`src/hdl/rsm_consts.svh`:
```
`ifndef RSM_CONSTS_SVH
`define RSM_CONSTS_SVH
// Register byte offsets
`define RSM_A_DES 12'h000
`define RSM_A_FES 12'h004
`define RSM_A_FEAR 12'h008
`define RSM_A_FESS 12'h00c
`define RSM_A_FBRE 12'h010
`define RSM_A_FRE 12'h014
`define RSM_A_MCTL 12'h018
`define RSM_A_MSTAT 12'h01c
`define RSM_A_PMASK 12'h020
`define RSM_A_ISTAT 12'h024
`define RSM_A_ICLR 12'h028
`define RSM_A_IEN 12'h02c
// Destructive status layout
`define RSM_DES_W 4
`define RSM_DES_POR 0
`define RSM_DES_CORE_LV 1
`define RSM_DES_SUPPLY_LV 2
`define RSM_DES_EXT 3
`define RSM_DES_RST 4'h1
// Mode control fields
`define RSM_MCTL_TGT_LSB 0
`define RSM_MCTL_SWRST 8
// Mode status fields
`define RSM_MST_MODE_LSB 0
`define RSM_MST_PH_LSB 2
`define RSM_MST_STALL 4
`define RSM_MST_REQ_STOP 5
`define RSM_MST_REQ_EXIT 6
`define RSM_MST_SAFE_LIVE 7
// Interrupt status layout
`define RSM_IRQ_W 3
`define RSM_IRQ_ALT 0
`define RSM_IRQ_STALL 1
`define RSM_IRQ_SAFE 2
// Reset phase lengths in cycles
`define RSM_PH1_CYC 16
`define RSM_PH2_CYC 8
`define RSM_PH3_CYC 8
// Own-drive history before the pad is trusted
`define RSM_OE_HIST 3
`endif

```
`src/hdl/rsm_pkg.sv`:
```
`default_nettype none
package rsm_pkg;
    typedef enum logic [1:0] {
        RSM_RUN = 2'b00,
        RSM_STOP = 2'b01,
        RSM_SAFE = 2'b10
    } rsm_mode_t;
    typedef enum logic [1:0] {
        RSM_PH_IDLE = 2'b00,
        RSM_PH_ONE = 2'b01,
        RSM_PH_TWO = 2'b10,
        RSM_PH_THREE = 2'b11
    } rsm_phase_t;
endpackage
`default_nettype wire

```
`src/hdl/rsm_sync.sv`:
```
`timescale 1ns/10ps
`default_nettype none
module rsm_sync #(
    parameter int W = 1,
    parameter logic [W-1:0] INIT = '0
) (
    input wire logic clk,
    input wire logic rstn,
    input wire logic ce,
    input wire logic [W-1:0] d,
    output logic [W-1:0] q
);
    logic [W-1:0] meta_r;
    // Two-stage capture; only the second stage is read
    always_ff @(posedge clk or negedge rstn) begin
        if (!rstn) begin
            meta_r <= INIT;
            q <= INIT;
        end else if (ce) begin
            meta_r <= d;
            q <= meta_r;
        end
    end
endmodule
`default_nettype wire

```
`src/hdl/rsm_reset_seq.sv`:
```
`timescale 1ns/10ps
`default_nettype none
module rsm_reset_seq #(
    parameter int PH1 = 16,
    parameter int PH2 = 8,
    parameter int PH3 = 8,
    parameter int CW = 8
) (
    input wire logic clk,
    input wire logic rstn,
    input wire logic ce,
    input wire logic start,
    input wire logic short_sel,
    input wire logic pad_en,
    output rsm_pkg::rsm_phase_t phase,
    output logic busy,
    output logic pad_drive,
    output logic done
);
    import rsm_pkg::*;
    logic [CW-1:0] cnt_r;
    assign busy = (phase != RSM_PH_IDLE);
    assign done = (phase == RSM_PH_THREE) && (cnt_r == '0);
    // Phase walk; short sequences skip straight to phase three
    always_ff @(posedge clk or negedge rstn) begin
        if (!rstn) begin
            phase <= RSM_PH_IDLE;
            cnt_r <= '0;
        end else if (ce) begin
            if (start && !busy) begin
                phase <= short_sel ? RSM_PH_THREE : RSM_PH_ONE;
                cnt_r <= short_sel ? CW'(PH3 - 1) : CW'(PH1 - 1);
            end else if (busy && cnt_r != '0) begin
                cnt_r <= cnt_r - CW'(1);
            end else if (busy) begin
                unique case (phase)
                    RSM_PH_ONE: begin
                        phase <= RSM_PH_TWO;
                        cnt_r <= CW'(PH2 - 1);
                    end
                    RSM_PH_TWO: begin
                        phase <= RSM_PH_THREE;
                        cnt_r <= CW'(PH3 - 1);
                    end
                    default: phase <= RSM_PH_IDLE;
                endcase
            end
        end
    end
    // Pad held for the whole sequence, short or long
    always_ff @(posedge clk or negedge rstn) begin
        if (!rstn) begin
            pad_drive <= 1'b0;
        end else if (ce) begin
            if (start && !busy) begin
                pad_drive <= pad_en;
            end else if (done) begin
                pad_drive <= 1'b0;
            end
        end
    end
endmodule
`default_nettype wire

```
`src/hdl/rsm_top.sv`:
```
`timescale 1ns/10ps
`default_nettype none
`include "rsm_consts.svh"
// Function
// - Safe request in deep stop enters safe mode at once, whatever the clock config.
// - Alternate request bit routes each functional event not enabled for reset to safe mode or interrupt.
// - Power-up leaves the power-on flag set.
// - Flag clear takes two cycles; a reset in between may leave it set.
// - Per source short-select and pad-enable bits; both honoured together.
// - Short sequence starts at phase three, long at phase one.
// - Safe exit blocked while the live safe condition persists.
// - Deep-stop entry stalls while a disabled peripheral has an interrupt pending.
module rsm_top #(
    parameter int NF = 8,
    parameter int NP = 8
) (
    input wire logic pclk,
    input wire logic presetn,
    input wire logic ce,
    input wire logic [11:0] paddr,
    input wire logic psel,
    input wire logic penable,
    input wire logic pwrite,
    input wire logic [31:0] pwdata,
    output logic [31:0] prdata,
    output logic pready,
    output logic pslverr,
    input wire logic [NF-1:0] func_evt_pin,
    input wire logic por_pin,
    input wire logic core_lv_pin,
    input wire logic supply_lv_pin,
    input wire logic wakeup_pin,
    input wire logic [NP-1:0] periph_irq,
    input wire logic ext_reset_i,
    output logic ext_reset_o,
    output logic ext_reset_oe,
    output rsm_pkg::rsm_mode_t mode_o,
    output rsm_pkg::rsm_phase_t reset_phase_o,
    output logic func_reset_o,
    output logic irq
);
    import rsm_pkg::*;

    logic [NF-1:0] live_s, live_d_r, evt_rise, fes_set;
    logic [NF-1:0] fes_r, fear_r, fess_r, fbre_r, fre_r, fes_clr1_r, fes_clr2_r, fes_wmask;
    logic [`RSM_DES_W-1:0] des_r, des_set, des_clr1_r, des_clr2_r;
    logic [NP-1:0] pmask_r;
    logic [`RSM_IRQ_W-1:0] istat_r, ien_r, irq_set;
    logic [31:0] rdata_nxt, prdata_r;
    logic [2:0] lv_s, lv_d_r;
    logic [`RSM_OE_HIST-1:0] oe_hist_r;
    logic wake_s, ext_s, setup, wr, pslverr_r, boot_r;
    logic req_stop_r, req_exit_r, stall, safe_live, safe_flag, safe_hold;
    logic seq_start, seq_short, seq_pad, seq_busy, seq_pad_drv, seq_done, ext_seen, swrst_wr;
    logic [NF-1:0] rst_evt;
    rsm_mode_t mode_r, mode_nxt;

    // Address known to the register map
    function automatic logic addr_ok(input logic [11:0] a);
        unique case (a)
            `RSM_A_DES, `RSM_A_FES, `RSM_A_FEAR, `RSM_A_FESS, `RSM_A_FBRE, `RSM_A_FRE,
            `RSM_A_MCTL, `RSM_A_MSTAT, `RSM_A_PMASK, `RSM_A_ISTAT, `RSM_A_ICLR,
            `RSM_A_IEN: addr_ok = 1'b1;
            default: addr_ok = 1'b0;
        endcase
    endfunction

    // Pins cross into pclk through two flops
    rsm_sync #(.W(NF), .INIT('0)) u_sync_evt (
        .clk(pclk), .rstn(presetn), .ce(ce), .d(func_evt_pin), .q(live_s)
    );
    rsm_sync #(.W(5), .INIT(5'h10)) u_sync_misc (
        .clk(pclk), .rstn(presetn), .ce(ce),
        .d({ext_reset_i, wakeup_pin, supply_lv_pin, core_lv_pin, por_pin}),
        .q({ext_s, wake_s, lv_s})
    );

    rsm_reset_seq #(.PH1(`RSM_PH1_CYC), .PH2(`RSM_PH2_CYC), .PH3(`RSM_PH3_CYC)) u_seq (
        .clk(pclk), .rstn(presetn), .ce(ce), .start(seq_start), .short_sel(seq_short),
        .pad_en(seq_pad), .phase(reset_phase_o), .busy(seq_busy), .pad_drive(seq_pad_drv),
        .done(seq_done)
    );

    // APB: zero wait states, read data captured in setup
    assign setup = psel && !penable;
    assign wr = psel && penable && pwrite;
    assign pready = 1'b1;
    assign prdata = prdata_r;
    assign pslverr = pslverr_r;

    always_comb begin
        rdata_nxt = 32'h0;
        unique case (paddr)
            `RSM_A_DES: rdata_nxt[`RSM_DES_W-1:0] = des_r;
            `RSM_A_FES: rdata_nxt[NF-1:0] = fes_r;
            `RSM_A_FEAR: rdata_nxt[NF-1:0] = fear_r;
            `RSM_A_FESS: rdata_nxt[NF-1:0] = fess_r;
            `RSM_A_FBRE: rdata_nxt[NF-1:0] = fbre_r;
            `RSM_A_FRE: rdata_nxt[NF-1:0] = fre_r;
            `RSM_A_MSTAT: begin
                rdata_nxt[`RSM_MST_MODE_LSB +: 2] = mode_r;
                rdata_nxt[`RSM_MST_PH_LSB +: 2] = reset_phase_o;
                rdata_nxt[`RSM_MST_STALL] = stall;
                rdata_nxt[`RSM_MST_REQ_STOP] = req_stop_r;
                rdata_nxt[`RSM_MST_REQ_EXIT] = req_exit_r;
                rdata_nxt[`RSM_MST_SAFE_LIVE] = safe_hold;
            end
            `RSM_A_PMASK: rdata_nxt[NP-1:0] = pmask_r;
            `RSM_A_ISTAT: rdata_nxt[`RSM_IRQ_W-1:0] = istat_r;
            `RSM_A_IEN: rdata_nxt[`RSM_IRQ_W-1:0] = ien_r;
            default: rdata_nxt = 32'h0;
        endcase
    end

    always_ff @(posedge pclk or negedge presetn) begin
        if (!presetn) begin
            prdata_r <= 32'h0;
            pslverr_r <= 1'b0;
        end else if (ce && setup) begin
            prdata_r <= pwrite ? 32'h0 : rdata_nxt;
            pslverr_r <= !addr_ok(paddr);
        end
    end

    // Software-written configuration
    always_ff @(posedge pclk or negedge presetn) begin
        if (!presetn) begin
            fear_r <= '0;
            fess_r <= '0;
            fbre_r <= '0;
            fre_r <= '0;
            pmask_r <= '0;
            ien_r <= '0;
        end else if (ce && wr) begin
            if (paddr == `RSM_A_FEAR) fear_r <= pwdata[NF-1:0];
            if (paddr == `RSM_A_FESS) fess_r <= pwdata[NF-1:0];
            if (paddr == `RSM_A_FBRE) fbre_r <= pwdata[NF-1:0];
            if (paddr == `RSM_A_FRE) fre_r <= pwdata[NF-1:0];
            if (paddr == `RSM_A_PMASK) pmask_r <= pwdata[NP-1:0];
            if (paddr == `RSM_A_IEN) ien_r <= pwdata[`RSM_IRQ_W-1:0];
        end
    end

    // Event edges and their routing
    always_ff @(posedge pclk or negedge presetn) begin
        if (!presetn) begin
            live_d_r <= '0;
            lv_d_r <= '0;
        end else if (ce) begin
            live_d_r <= live_s;
            lv_d_r <= lv_s;
        end
    end
    assign evt_rise = live_s & ~live_d_r;
    assign fes_set = evt_rise;
    assign rst_evt = evt_rise & fre_r;
    assign safe_live = |(live_s & ~fear_r & ~fre_r);
    assign safe_flag = |(fes_r & ~fear_r & ~fre_r);
    assign safe_hold = safe_live || safe_flag;
    assign fes_wmask = (wr && paddr == `RSM_A_FES) ? pwdata[NF-1:0] : '0;

    // External pad sensed only once our own drive has settled
    assign ext_seen = !ext_s && !seq_busy && (oe_hist_r == '0) && !seq_pad_drv;
    assign swrst_wr = wr && (paddr == `RSM_A_MCTL) && pwdata[`RSM_MCTL_SWRST];
    assign seq_start = !seq_busy && ((|rst_evt) || swrst_wr || ext_seen);
    // Short only if every triggering source asks for it
    assign seq_short = (|rst_evt) && ((rst_evt & ~fess_r) == '0) && !swrst_wr && !ext_seen;
    assign seq_pad = |(rst_evt & fbre_r);
    assign ext_reset_o = 1'b0;
    assign ext_reset_oe = seq_pad_drv;
    assign func_reset_o = seq_busy;

    always_ff @(posedge pclk or negedge presetn) begin
        if (!presetn) begin
            oe_hist_r <= '0;
        end else if (ce) begin
            oe_hist_r <= {oe_hist_r[`RSM_OE_HIST-2:0], seq_pad_drv};
        end
    end

    // Clear requests pass two stages; a reset sequence aborts them
    always_ff @(posedge pclk or negedge presetn) begin
        if (!presetn) begin
            fes_clr1_r <= '0;
            fes_clr2_r <= '0;
            des_clr1_r <= '0;
            des_clr2_r <= '0;
        end else if (ce) begin
            fes_clr1_r <= seq_start ? '0 : fes_wmask;
            fes_clr2_r <= seq_start ? '0 : fes_clr1_r;
            des_clr1_r <= (!seq_start && wr && paddr == `RSM_A_DES) ? pwdata[`RSM_DES_W-1:0] : '0;
            des_clr2_r <= seq_start ? '0 : des_clr1_r;
        end
    end

    // Status flags; a new event wins over a clear
    assign des_set = {ext_seen, lv_s[2] & ~lv_d_r[2], lv_s[1] & ~lv_d_r[1], lv_s[0] & ~lv_d_r[0]};
    always_ff @(posedge pclk or negedge presetn) begin
        if (!presetn) begin
            fes_r <= '0;
            des_r <= `RSM_DES_RST;
        end else if (ce) begin
            fes_r <= (fes_r & ~fes_clr2_r) | fes_set;
            des_r <= (des_r & ~des_clr2_r) | des_set;
        end
    end

    // Pending mode requests from software
    assign stall = req_stop_r && (|(periph_irq & pmask_r));
    always_ff @(posedge pclk or negedge presetn) begin
        if (!presetn) begin
            req_stop_r <= 1'b0;
            req_exit_r <= 1'b0;
        end else if (ce) begin
            if (seq_start) begin
                req_stop_r <= 1'b0;
                req_exit_r <= 1'b0;
            end else if (wr && paddr == `RSM_A_MCTL) begin
                req_stop_r <= (pwdata[`RSM_MCTL_TGT_LSB +: 2] == RSM_STOP) && (mode_r == RSM_RUN);
                req_exit_r <= (pwdata[`RSM_MCTL_TGT_LSB +: 2] == RSM_RUN) && (mode_r == RSM_SAFE);
            end else begin
                if (mode_r != RSM_RUN || mode_nxt == RSM_STOP) req_stop_r <= 1'b0;
                if (mode_r != RSM_SAFE || mode_nxt == RSM_RUN) req_exit_r <= 1'b0;
            end
        end
    end

    // Mode state machine
    always_comb begin
        mode_nxt = mode_r;
        unique case (mode_r)
            RSM_RUN: begin
                if (safe_hold) mode_nxt = RSM_SAFE;
                else if (req_stop_r && !stall) mode_nxt = RSM_STOP;
            end
            // No dependence on deep-stop clock settings
            RSM_STOP: begin
                if (safe_hold) mode_nxt = RSM_SAFE;
                else if (wake_s) mode_nxt = RSM_RUN;
            end
            RSM_SAFE: begin
                if (req_exit_r && !safe_hold) mode_nxt = RSM_RUN;
            end
            default: mode_nxt = RSM_RUN;
        endcase
    end

    always_ff @(posedge pclk or negedge presetn) begin
        if (!presetn) begin
            mode_r <= RSM_RUN;
        end else if (ce) begin
            mode_r <= seq_start ? RSM_RUN : mode_nxt;
        end
    end
    assign mode_o = mode_r;

    // Sticky interrupt status, write-one clear, enable gate
    assign irq_set[`RSM_IRQ_ALT] = |(evt_rise & fear_r & ~fre_r);
    assign irq_set[`RSM_IRQ_STALL] = stall;
    assign irq_set[`RSM_IRQ_SAFE] = (mode_nxt == RSM_SAFE) && (mode_r != RSM_SAFE) && !seq_start;
    always_ff @(posedge pclk or negedge presetn) begin
        if (!presetn) begin
            istat_r <= '0;
        end else if (ce) begin
            if (wr && paddr == `RSM_A_ICLR) istat_r <= (istat_r & ~pwdata[`RSM_IRQ_W-1:0]) | irq_set;
            else istat_r <= istat_r | irq_set;
        end
    end
    assign irq = |(istat_r & ien_r);

    // Marks the first enabled cycle after reset
    always_ff @(posedge pclk or negedge presetn) begin
        if (!presetn) begin
            boot_r <= 1'b0;
        end else if (ce) begin
            boot_r <= 1'b1;
        end
    end

    property p_stop_to_safe;
        @(posedge pclk) disable iff (!presetn || !ce)
        mode_r == RSM_STOP && safe_hold && !seq_start |=> mode_r == RSM_SAFE;
    endproperty
    a_stop_to_safe: assert property (p_stop_to_safe) else $error("deep stop did not enter safe");

    property p_alt_irq;
        @(posedge pclk) disable iff (!presetn || !ce)
        |(evt_rise & fear_r & ~fre_r) |=> istat_r[`RSM_IRQ_ALT] &&
            (mode_r != RSM_SAFE || $past(mode_r) == RSM_SAFE || $past(safe_hold));
    endproperty
    a_alt_irq: assert property (p_alt_irq) else $error("alternate event not raised as interrupt");

    property p_por_flag;
        @(posedge pclk) disable iff (!presetn || !ce)
        !boot_r |-> des_r[`RSM_DES_POR];
    endproperty
    a_por_flag: assert property (p_por_flag) else $error("power-on flag missing after reset");

    property p_clr_two;
        @(posedge pclk) disable iff (!presetn || !ce)
        fes_wmask != '0 && !seq_start ##1 !seq_start ##1 fes_set == '0 |=> (fes_r & $past(fes_wmask, 3)) == '0;
    endproperty
    a_clr_two: assert property (p_clr_two) else $error("flag not cleared two cycles after write");

    property p_clr_not_early;
        @(posedge pclk) disable iff (!presetn || !ce)
        fes_wmask != '0 && (fes_clr2_r & fes_wmask) == '0 && (fes_r & fes_wmask) == fes_wmask |=>
            (fes_r & $past(fes_wmask)) == $past(fes_wmask);
    endproperty
    a_clr_not_early: assert property (p_clr_not_early) else $error("flag cleared too early");

    property p_pad;
        @(posedge pclk) disable iff (!presetn || !ce)
        seq_start && seq_pad |=> ext_reset_oe [*4];
    endproperty
    a_pad: assert property (p_pad) else $error("external reset not driven");

    property p_short_three;
        @(posedge pclk) disable iff (!presetn || !ce)
        seq_start && seq_short |=> reset_phase_o == RSM_PH_THREE;
    endproperty
    a_short_three: assert property (p_short_three) else $error("short sequence not at phase three");

    property p_long_one;
        @(posedge pclk) disable iff (!presetn || !ce)
        seq_start && !seq_short |=> reset_phase_o == RSM_PH_ONE ##1 reset_phase_o == RSM_PH_ONE;
    endproperty
    a_long_one: assert property (p_long_one) else $error("long sequence not at phase one");

    property p_safe_held;
        @(posedge pclk) disable iff (!presetn || !ce)
        mode_r == RSM_SAFE && safe_live && !seq_start |=> mode_r == RSM_SAFE;
    endproperty
    a_safe_held: assert property (p_safe_held) else $error("safe exit with live condition");

    property p_stall;
        @(posedge pclk) disable iff (!presetn || !ce)
        mode_r == RSM_RUN && stall && !safe_hold && !seq_start |=> mode_r == RSM_RUN;
    endproperty
    a_stall: assert property (p_stall) else $error("deep stop entered with pending interrupt");

    c_stop_safe: cover property (@(posedge pclk) mode_r == RSM_STOP ##1 mode_r == RSM_SAFE);
    c_safe_exit: cover property (@(posedge pclk) mode_r == RSM_SAFE ##1 mode_r == RSM_RUN);
    c_short_pad: cover property (@(posedge pclk) seq_start && seq_short && seq_pad);
    c_stall: cover property (@(posedge pclk) stall ##1 stall ##1 !stall);
endmodule
`default_nettype wire

```
`config.mk`:
```
export PLATFORM = sky130hd
export DESIGN_NAME = rsm_top
export DESIGN_NICKNAME = d
export VERILOG_FILES = /design/src/hdl/rsm_pkg.sv /design/src/hdl/rsm_sync.sv /design/src/hdl/rsm_reset_seq.sv /design/src/hdl/rsm_top.sv
export VERILOG_INCLUDE_DIRS = /design/src /design/src/hdl
export SDC_FILE = /design/constraint.sdc
export NUM_CORES = 1
export LEC_CHECK = 0
export ABC_AREA = 1
export BUFFER_PORTS_ARGS = -buffer_cell sky130_fd_sc_hd__clkbuf_2
export CORE_UTILIZATION = 60
export DETAILED_ROUTE_END_ITERATION = 16
export GPL_TIMING_DRIVEN = 0
export PLACE_DENSITY = 0.89
export SLEW_MARGIN = 15
export SYNTH_ARGS = -nofsm -noshare
export SYNTH_HDL_FRONTEND = slang
export SYNTH_SLANG_ARGS = --single-unit
export TNS_END_PERCENT = 20
```
`constraint.sdc`:
```
create_clock -name pclk -period 3.93 [get_ports pclk]
set_input_delay 0.393 -clock pclk [delete_from_list [all_inputs] [get_ports pclk]]
set_output_delay 0.393 -clock pclk [all_outputs]
set_load 0.01 [all_outputs]
```
==> results of run 1 <==
-- registers in the layout, indices dropped and copies added (netlist names), 8 cells and up --
name and cells:
fbre_r 8, prdata 8, pmask_r 8, fear_r 8, u_sync_evt.meta_r 8, fre_r 8
u_seq.cnt_r 8, live_d_r 8, fess_r 8, fes_clr1_r 8, u_sync_evt.q 8, fes_r 8
fes_clr2_r 8
-- metal layers --
metal  vias up  GRT usage [%]  wire length (um)
li1       3253              -                 -
met1      3201          44.45              8412
met2       365          57.79             10050
met3        71          7.120              1683
met4         0          14.30               754
met5         -              0                 0
-- metrics by stage --
step / total power [W] / instance area, um^2 / utilization (%) / hold slack (ns) / instances
final: 0.004066 / 8688 / 72.03 / 0.1432 / 1249
after detailed placement: 0.002520 / 8105 / 67.20 / 0.3834 / 1216
after global routing: 0.004245 / 8688 / 72.03 / 0.1493 / 1249
after global placement: 0.002485 / 8069 / 66.90 / 0.4174 / 1215
after CTS: 0.004062 / 8688 / 72.03 / 0.1384 / 1249
after floorplan: 0.002264 / 7543 / - / 0.09741 / 984
-- power by group through the flow --
stage               Clock (W)  Sequential (W)  Combinational, W
finish                0.00155         0.00173          0.000794
global route          0.00162         0.00174          0.000886
CTS                   0.00155         0.00172          0.000789
detailed placement          0         0.00174          0.000776
global placement            0         0.00174          0.000745
floorplan                   0         0.00172          0.000544
-- kinds of logic after synthesis --
group	Yosys count	synth area share, %
other	2	0.1008
AO/OA/AOI/OAI	147	10.84
buffers and inverters	151	9.249
flip-flops	146	49.07
XOR/XNOR	6	0.7050
adder cells (fa/ha/maj)	5	0.8393
AND/OR/NAND/NOR	503	29.19
-- synthesized netlist by cell type, drive strengths merged --
cell / number / area [um^2]
o311ai: 1 / 8.760
dfstp: 3 / 78.83
o211ai: 1 / 7.510
clkbuf: 12 / 45.04
a22oi: 1 / 7.510
nand2: 332 / 1261
o221ai: 1 / 8.760
clkinv: 1 / 3.750
nand3b: 5 / 37.54
o21ai: 105 / 529.3
dfrtp: 143 / 3578
buf: 37 / 261.5
nor2: 75 / 311.5
conb: 2 / 7.510
nor3: 18 / 155.2
o22ai: 25 / 156.4
nand3: 63 / 332.8
a21oi: 8 / 51.30
xnor2: 2 / 17.52
a31oi: 2 / 12.51
o2111ai: 3 / 26.28
inv: 101 / 379.1
or2: 6 / 37.54
nand4: 4 / 40.04
xor2: 4 / 35.03
ha: 5 / 62.56
-- repair_timing --
item                       4_1_cts  5_1_grt
setup endpoints to repair        0        0
hold buffers                     1        0
hold endpoints to repair        54        0
-- layout make-up --
type | count | area, um^2 | area share [%]
Clock inverter | 14 | 133.9 | 1.541
Inverter | 102 | 382.9 | 4.407
Clock buffer | 18 | 439.2 | 5.055
Timing Repair Buffer | 65 | 361.6 | 4.162
Multi-Input combinational cell | 687 | 3197 | 36.79
Sequential cell | 146 | 3657 | 42.09
Tap cell | 168 | 210.2 | 2.419
Buffer | 49 | 306.5 | 3.528
-- critical path: cells and delay by family (launching register included) --
family,cells,cell delay [ns]
flops,1,0.44
compound gates,1,0.27
fa+ha+maj,1,0.29
simple gates,5,0.93
buf+inv,2,0.25
-- worst paths after layout --
check | startpoint | endpoint | slack [ns] | cells past startpoint
hold reg to reg | lv_d_r[0] | des_r[0] | 0.42 | 1
max in group asynchronous | presetn | u_sync_misc.q[4] | 2.63 | 3
hold / removal | ext_reset_i | u_sync_misc.meta_r[4] | 0.14 | 3
setup / recovery | u_seq.phase[0] | fes_clr1_r[2] | 1.64 | 9
setup reg to reg | u_seq.phase[0] | fes_clr1_r[2] | 1.64 | 9
min in group asynchronous | presetn | ien_r[0] | 0.48 | 2
==> flow_summary_export.csv, run 1 <==
group,metric,value,unit
timing,maxSlewViolCount,0,
min_path,hp-class,"in -> reg",
setup_path,cpMostUsedCell,"nand2_1",
global_route,track_usage,34.65,%
global_route,grt_pass1_vias,6535,
timing,max_slew_margin,56.51,%
synthesis,yosys.cell_types.count,41,
clock_network,cts_resized,0,
routing,via_per_inst,5.516,
timing,fin_crit_sh,58.21,%
clock_network,postCtsSetupRepairBufs,0,
power_and_ir_drop,power.share.switching,31.57,%
routing,route.detailed.drc,0,
timing,layout_setup_ws,1.642,ns
routing,first_pass_iters,11,
finish,finalNetCount,1144,
timing,worst_pin_slew,0.6523,ns
power_and_ir_drop,p_leak,4.395,nW
setup_path,critPathMaxFanout,8,
synthesis,synth.avg_cell_area,7.764,um^2
power_and_ir_drop,share_seq_of_total_power,42.5,%
timing,fin_setup_tns,0,ns
clock_network,cts_root_buf,"clkbuf_16",
run,drv_cap,0,
run_status,status,"finished, final reports clean",
finish,final_common_cell,"nand2_1",
setup_path,critical_path_class,"reg -> reg",
die,die_height,113.5,um
timing,clock_skew,0.008475,ns
synthesis,synth-seq-cells,146,
finish,area.growth.synth_to_final,16.57,%
setup_path,crit_slowest_cell,"dfrtp_1",
routing,first_iter_violations,764,
global_route,grt_remaining_overflow,0,
setup_path,arrival,2.61,ns
setup_path,endpoint_kind,"register",
timing,hold_viol,0,
finish,fillers,914,
finish,drive_gt1_share,15.63,%
die,die_w,113.5,um
placed_design,dpl_worst_slack,1.695,ns
power_and_ir_drop,ir_drop,385.6,uV
clock_network,path_clk_slew,0.06,ns
routing,routed_wl,20900,um
die,initial_utilization,61.79,%
die,dieArea,12870,um^2
clock_network,worstSkewPairLatency,0.43,ns
timing,max_freq,437.1,MHz
synthesis,synth-seq-area-share,49.07,%
global_route,grt_pass1_wl,33210,um
timing,setup_viol,0,
routing,wl_per_cell,16.73,um
die,core_area,12060,um^2
placed_design,gp_congestion,0.9810,
power_and_ir_drop,p_clk_share,38.0,%
timing,finalCriticalPeriod,2.288,ns
synthesis,syn_area,7453,um^2
placed_design,portBuffers,63,
setup_path,cp-start-kind,"register",
global_route,grt_max_degree,93,
clock_network,htree_levels,4,
timing,rsz0062_at_grt,"no",
finish,final_cell_mix,"326 x nand2_1, 143 x dfrtp_1, 96 x inv_1, 92 x o21ai_0, 69 x nor2_1",
finish,n_antenna_cell,0,
placed_design,hpwl,15430,um
routing,ant_nets,0,
setup_path,worstPathCellList,"inv_1 > ha_1 > inv_2 > nor3_2 > nor2_2 > nand2_1 > nand2_1 > nand3_1 > o22ai_1",
global_route,antenna_found_initial,0,
routing,vias,6890,
clock_network,cts_tree,"built",
die,placementRows,40,
setup_path,crit_path_max_incr_delay,0.44,ns
synthesis,yosysWarnings,0,
synthesis,synthCells,960,
power_and_ir_drop,pwr-share-comb,19.5,%
setup_path,critPathRequiredTime,4.25,ns
clock_network,cts.sinks,146,
clock_network,clock_path_buffers,2,
power_and_ir_drop,p_sw,0.001284,W
die,ios,113,
clock_network,numCtsBuffers,17,
power_and_ir_drop,p_int,0.002783,W
power_and_ir_drop,powerDensity,468.0,nW/um^2
Note: power is estimated with default switching activity, not from simulation.
==> inputs of run 2 (changes only) <==
Settings changed: CORE_UTILIZATION 60 to 57, PLACE_DENSITY 0.89 to 0.86.
Clock period 3.93 ns to 2.18 ns, I/O delays scaled along.
==> flow_summary_export.csv, run 2 (same netlist as run 1, synthesis figures left out) <==
group,metric,value,unit
timing,setup_viol,0,
power_and_ir_drop,share_seq_of_total_power,40.6,%
setup_path,critical_path_class,"reg -> reg",
routing,route.detailed.drc,0,
clock_network,path_clk_slew,0.06,ns
power_and_ir_drop,ir_drop,734.8,uV
die,ios,113,
setup_path,crit_family,"buffers and inverters",
finish,final_core_util,69.97,%
setup_path,worstReg2RegEnd,"fes_clr2_r[2]",
timing,clock_skew,0.01483,ns
timing,max_freq,470.9,MHz
run,drv_cap,0,
setup_path,worstPathCellList,"inv_1 > ha_4 > inv_2 > nor3_4 > nor2_2 > a21oi_4 > nor2_2 > inv_2 > buf_4 > o22ai_1",
setup_path,crit_slowest_cell,"dfrtp_2",
setup_path,arrival,2.40,ns
timing,layout_setup_ws,0.05649,ns
die,placementRows,41,
clock_network,htree_levels,4,
finish,finalInstanceArea,8866,um^2
clock_network,worstSkewPairLatency,0.43,ns
placed_design,placed_area,8110,um^2
power_and_ir_drop,p_leak,4.465,nW
global_route,grt_pass1_wl,33510,um
placed_design,portBuffers,63,
routing,routed_wl,21350,um
routing,ant_nets,0,
setup_path,r2r_slack,0.06,ns
global_route,grt_pass1_vias,6465,
clock_network,cts.sinks,146,
die,dieArea,13540,um^2
placed_design,hpwl,15540,um
timing,finalCriticalPeriod,2.124,ns
setup_path,crit_path_max_incr_delay,0.46,ns
global_route,antenna_found_initial,0,
timing,fin_crit_sh,97.41,%
die,die_w,116.4,um
clock_network,clock_path_buffers,2,
power_and_ir_drop,pwr-share-comb,19.8,%
power_and_ir_drop,p_clk_share,39.6,%
setup_path,timing.critical_path.buf_inv,4,
setup_path,timing.rr.start,"u_seq.phase[1]",
power_and_ir_drop,p_sw,0.002457,W
placed_design,dpl_worst_slack,-0.06022,ns
power_and_ir_drop,powerDensity,863.1,nW/um^2
routing,via_per_inst,5.471,
finish,finalNetCount,1155,
timing,fin_setup_tns,0,ns
min_path,min_path_cells,3,
routing,wl_per_cell,16.89,um
timing,maxSlewViolCount,0,
setup_path,endpoint_kind,"register",
run_status,status,"finished, final reports clean",
min_path,hp-class,"in -> reg",
die,initial_utilization,58.82,%
setup_path,reg2reg_depth,10,
min_path,min_from,"func_evt_pin[4]",
power_and_ir_drop,power.share.switching,32.11,%
timing,hold_viol,0,
routing,first_pass_iters,5,
clock_network,numCtsBuffers,17,
global_route,grt_remaining_overflow,0,
finish,drive_gt1_share,16.03,%
global_route,grt_max_degree,102,
clock_network,cts_tree,"built",
finish,final_cell_mix,"326 x nand2_1, 141 x dfrtp_1, 95 x inv_1, 92 x o21ai_0, 69 x nor2_1",
routing,vias,6915,
die,core_area,12670,um^2
setup_path,cp-start-kind,"register",
finish,final_common_cell,"nand2_1",
global_route,track_usage,33.89,%
power_and_ir_drop,p_int,0.005195,W
finish,n_antenna_cell,0,
placed_design,gp_congestion,1.042,
setup_path,critPathRequiredTime,2.46,ns
timing,worst_pin_slew,0.6136,ns
clock_network,cts_root_buf,"clkbuf_16",
die,die_height,116.4,um
routing,first_iter_violations,733,
finish,area.growth.synth_to_final,18.95,%
timing,max_slew_margin,59.10,%
setup_path,critPathMaxFanout,10,
min_path,whs_endpoint,"u_sync_evt.meta_r[4]",
==> run 2: final cells by class <==
class	count	area, um^2
inverter	102	382.9
clock inverter	15	186.4
buffer	49	306.5
fill	997	3805
sequential	146	3660
timing repair buffer	76	469.2
tap	172	215.2
clock buffer	17	425.4
multi-input combinational	687	3221
==> run 2: metrics by stage <==
stage	instances	hold slack (ns)	power, W
2_1_floorplan	984	-0.07759	0.004081
3_3_place_gp	1219	0.4027	0.004482
3_5_place_dp	1220	0.1833	0.004540
6_report	1264	0.002294	0.007652
4_1_cts	1263	0.0001371	0.007605
5_1_grt	1264	0.002424	0.008000
==> run 2: layer usage <==
metal / GRT usage (%) / wire, um / vias up
met3: 7.161 / 1679 / 39
li1: - / - / 3267
met5: 0 / 0 / -
met2: 56.02 / 10480 / 323
met1: 44.66 / 8744 / 3286
met4: 11.03 / 451 / 0
==> run 2: worst max path at each step <==
stage | start | end | slack, ns | depth (start not counted)
final | u_seq.phase[1] | fes_clr2_r[2] | 0.06 | 10
after global routing | u_sync_evt.q[4] | u_seq.cnt_r[3] | -0.002 | 12
after CTS | u_seq.phase[0] | fes_clr2_r[2] | 0.01 | 10
after detailed placement | u_seq.phase[0] | des_clr2_r[1] | -0.06 | 10
after global placement | presetn | u_sync_evt.q[5] | -1.49 | 1
after floorplan | u_seq.phase[0] | des_clr2_r[0] | 0.33 | 10
==> run 2: repair_timing <==
item,in CTS,in global routing
endpoints found under the setup margin,23,18
hold buffers,11,0
resized for setup,3,4
endpoints found under the hold margin,55,0
gates cloned,0,0
pin swaps,0,1
setup buffers,0,1
==> run 2: power by group through the flow <==
stage,registers (W),clock network (W),logic (W)
global route,0.00313,0.00317,0.00170
detailed placement,0.00314,0,0.00140
CTS,0.00310,0.00304,0.00146
global placement,0.00314,0,0.00134
floorplan,0.00310,0,0.000981
finish,0.00311,0.00303,0.00152
==> run 2: tightest hold or removal path, stage by stage <==
cell and delay (ns):
clkbuf_2 0.07, nand2_1 0.05, nand2_1 0.06
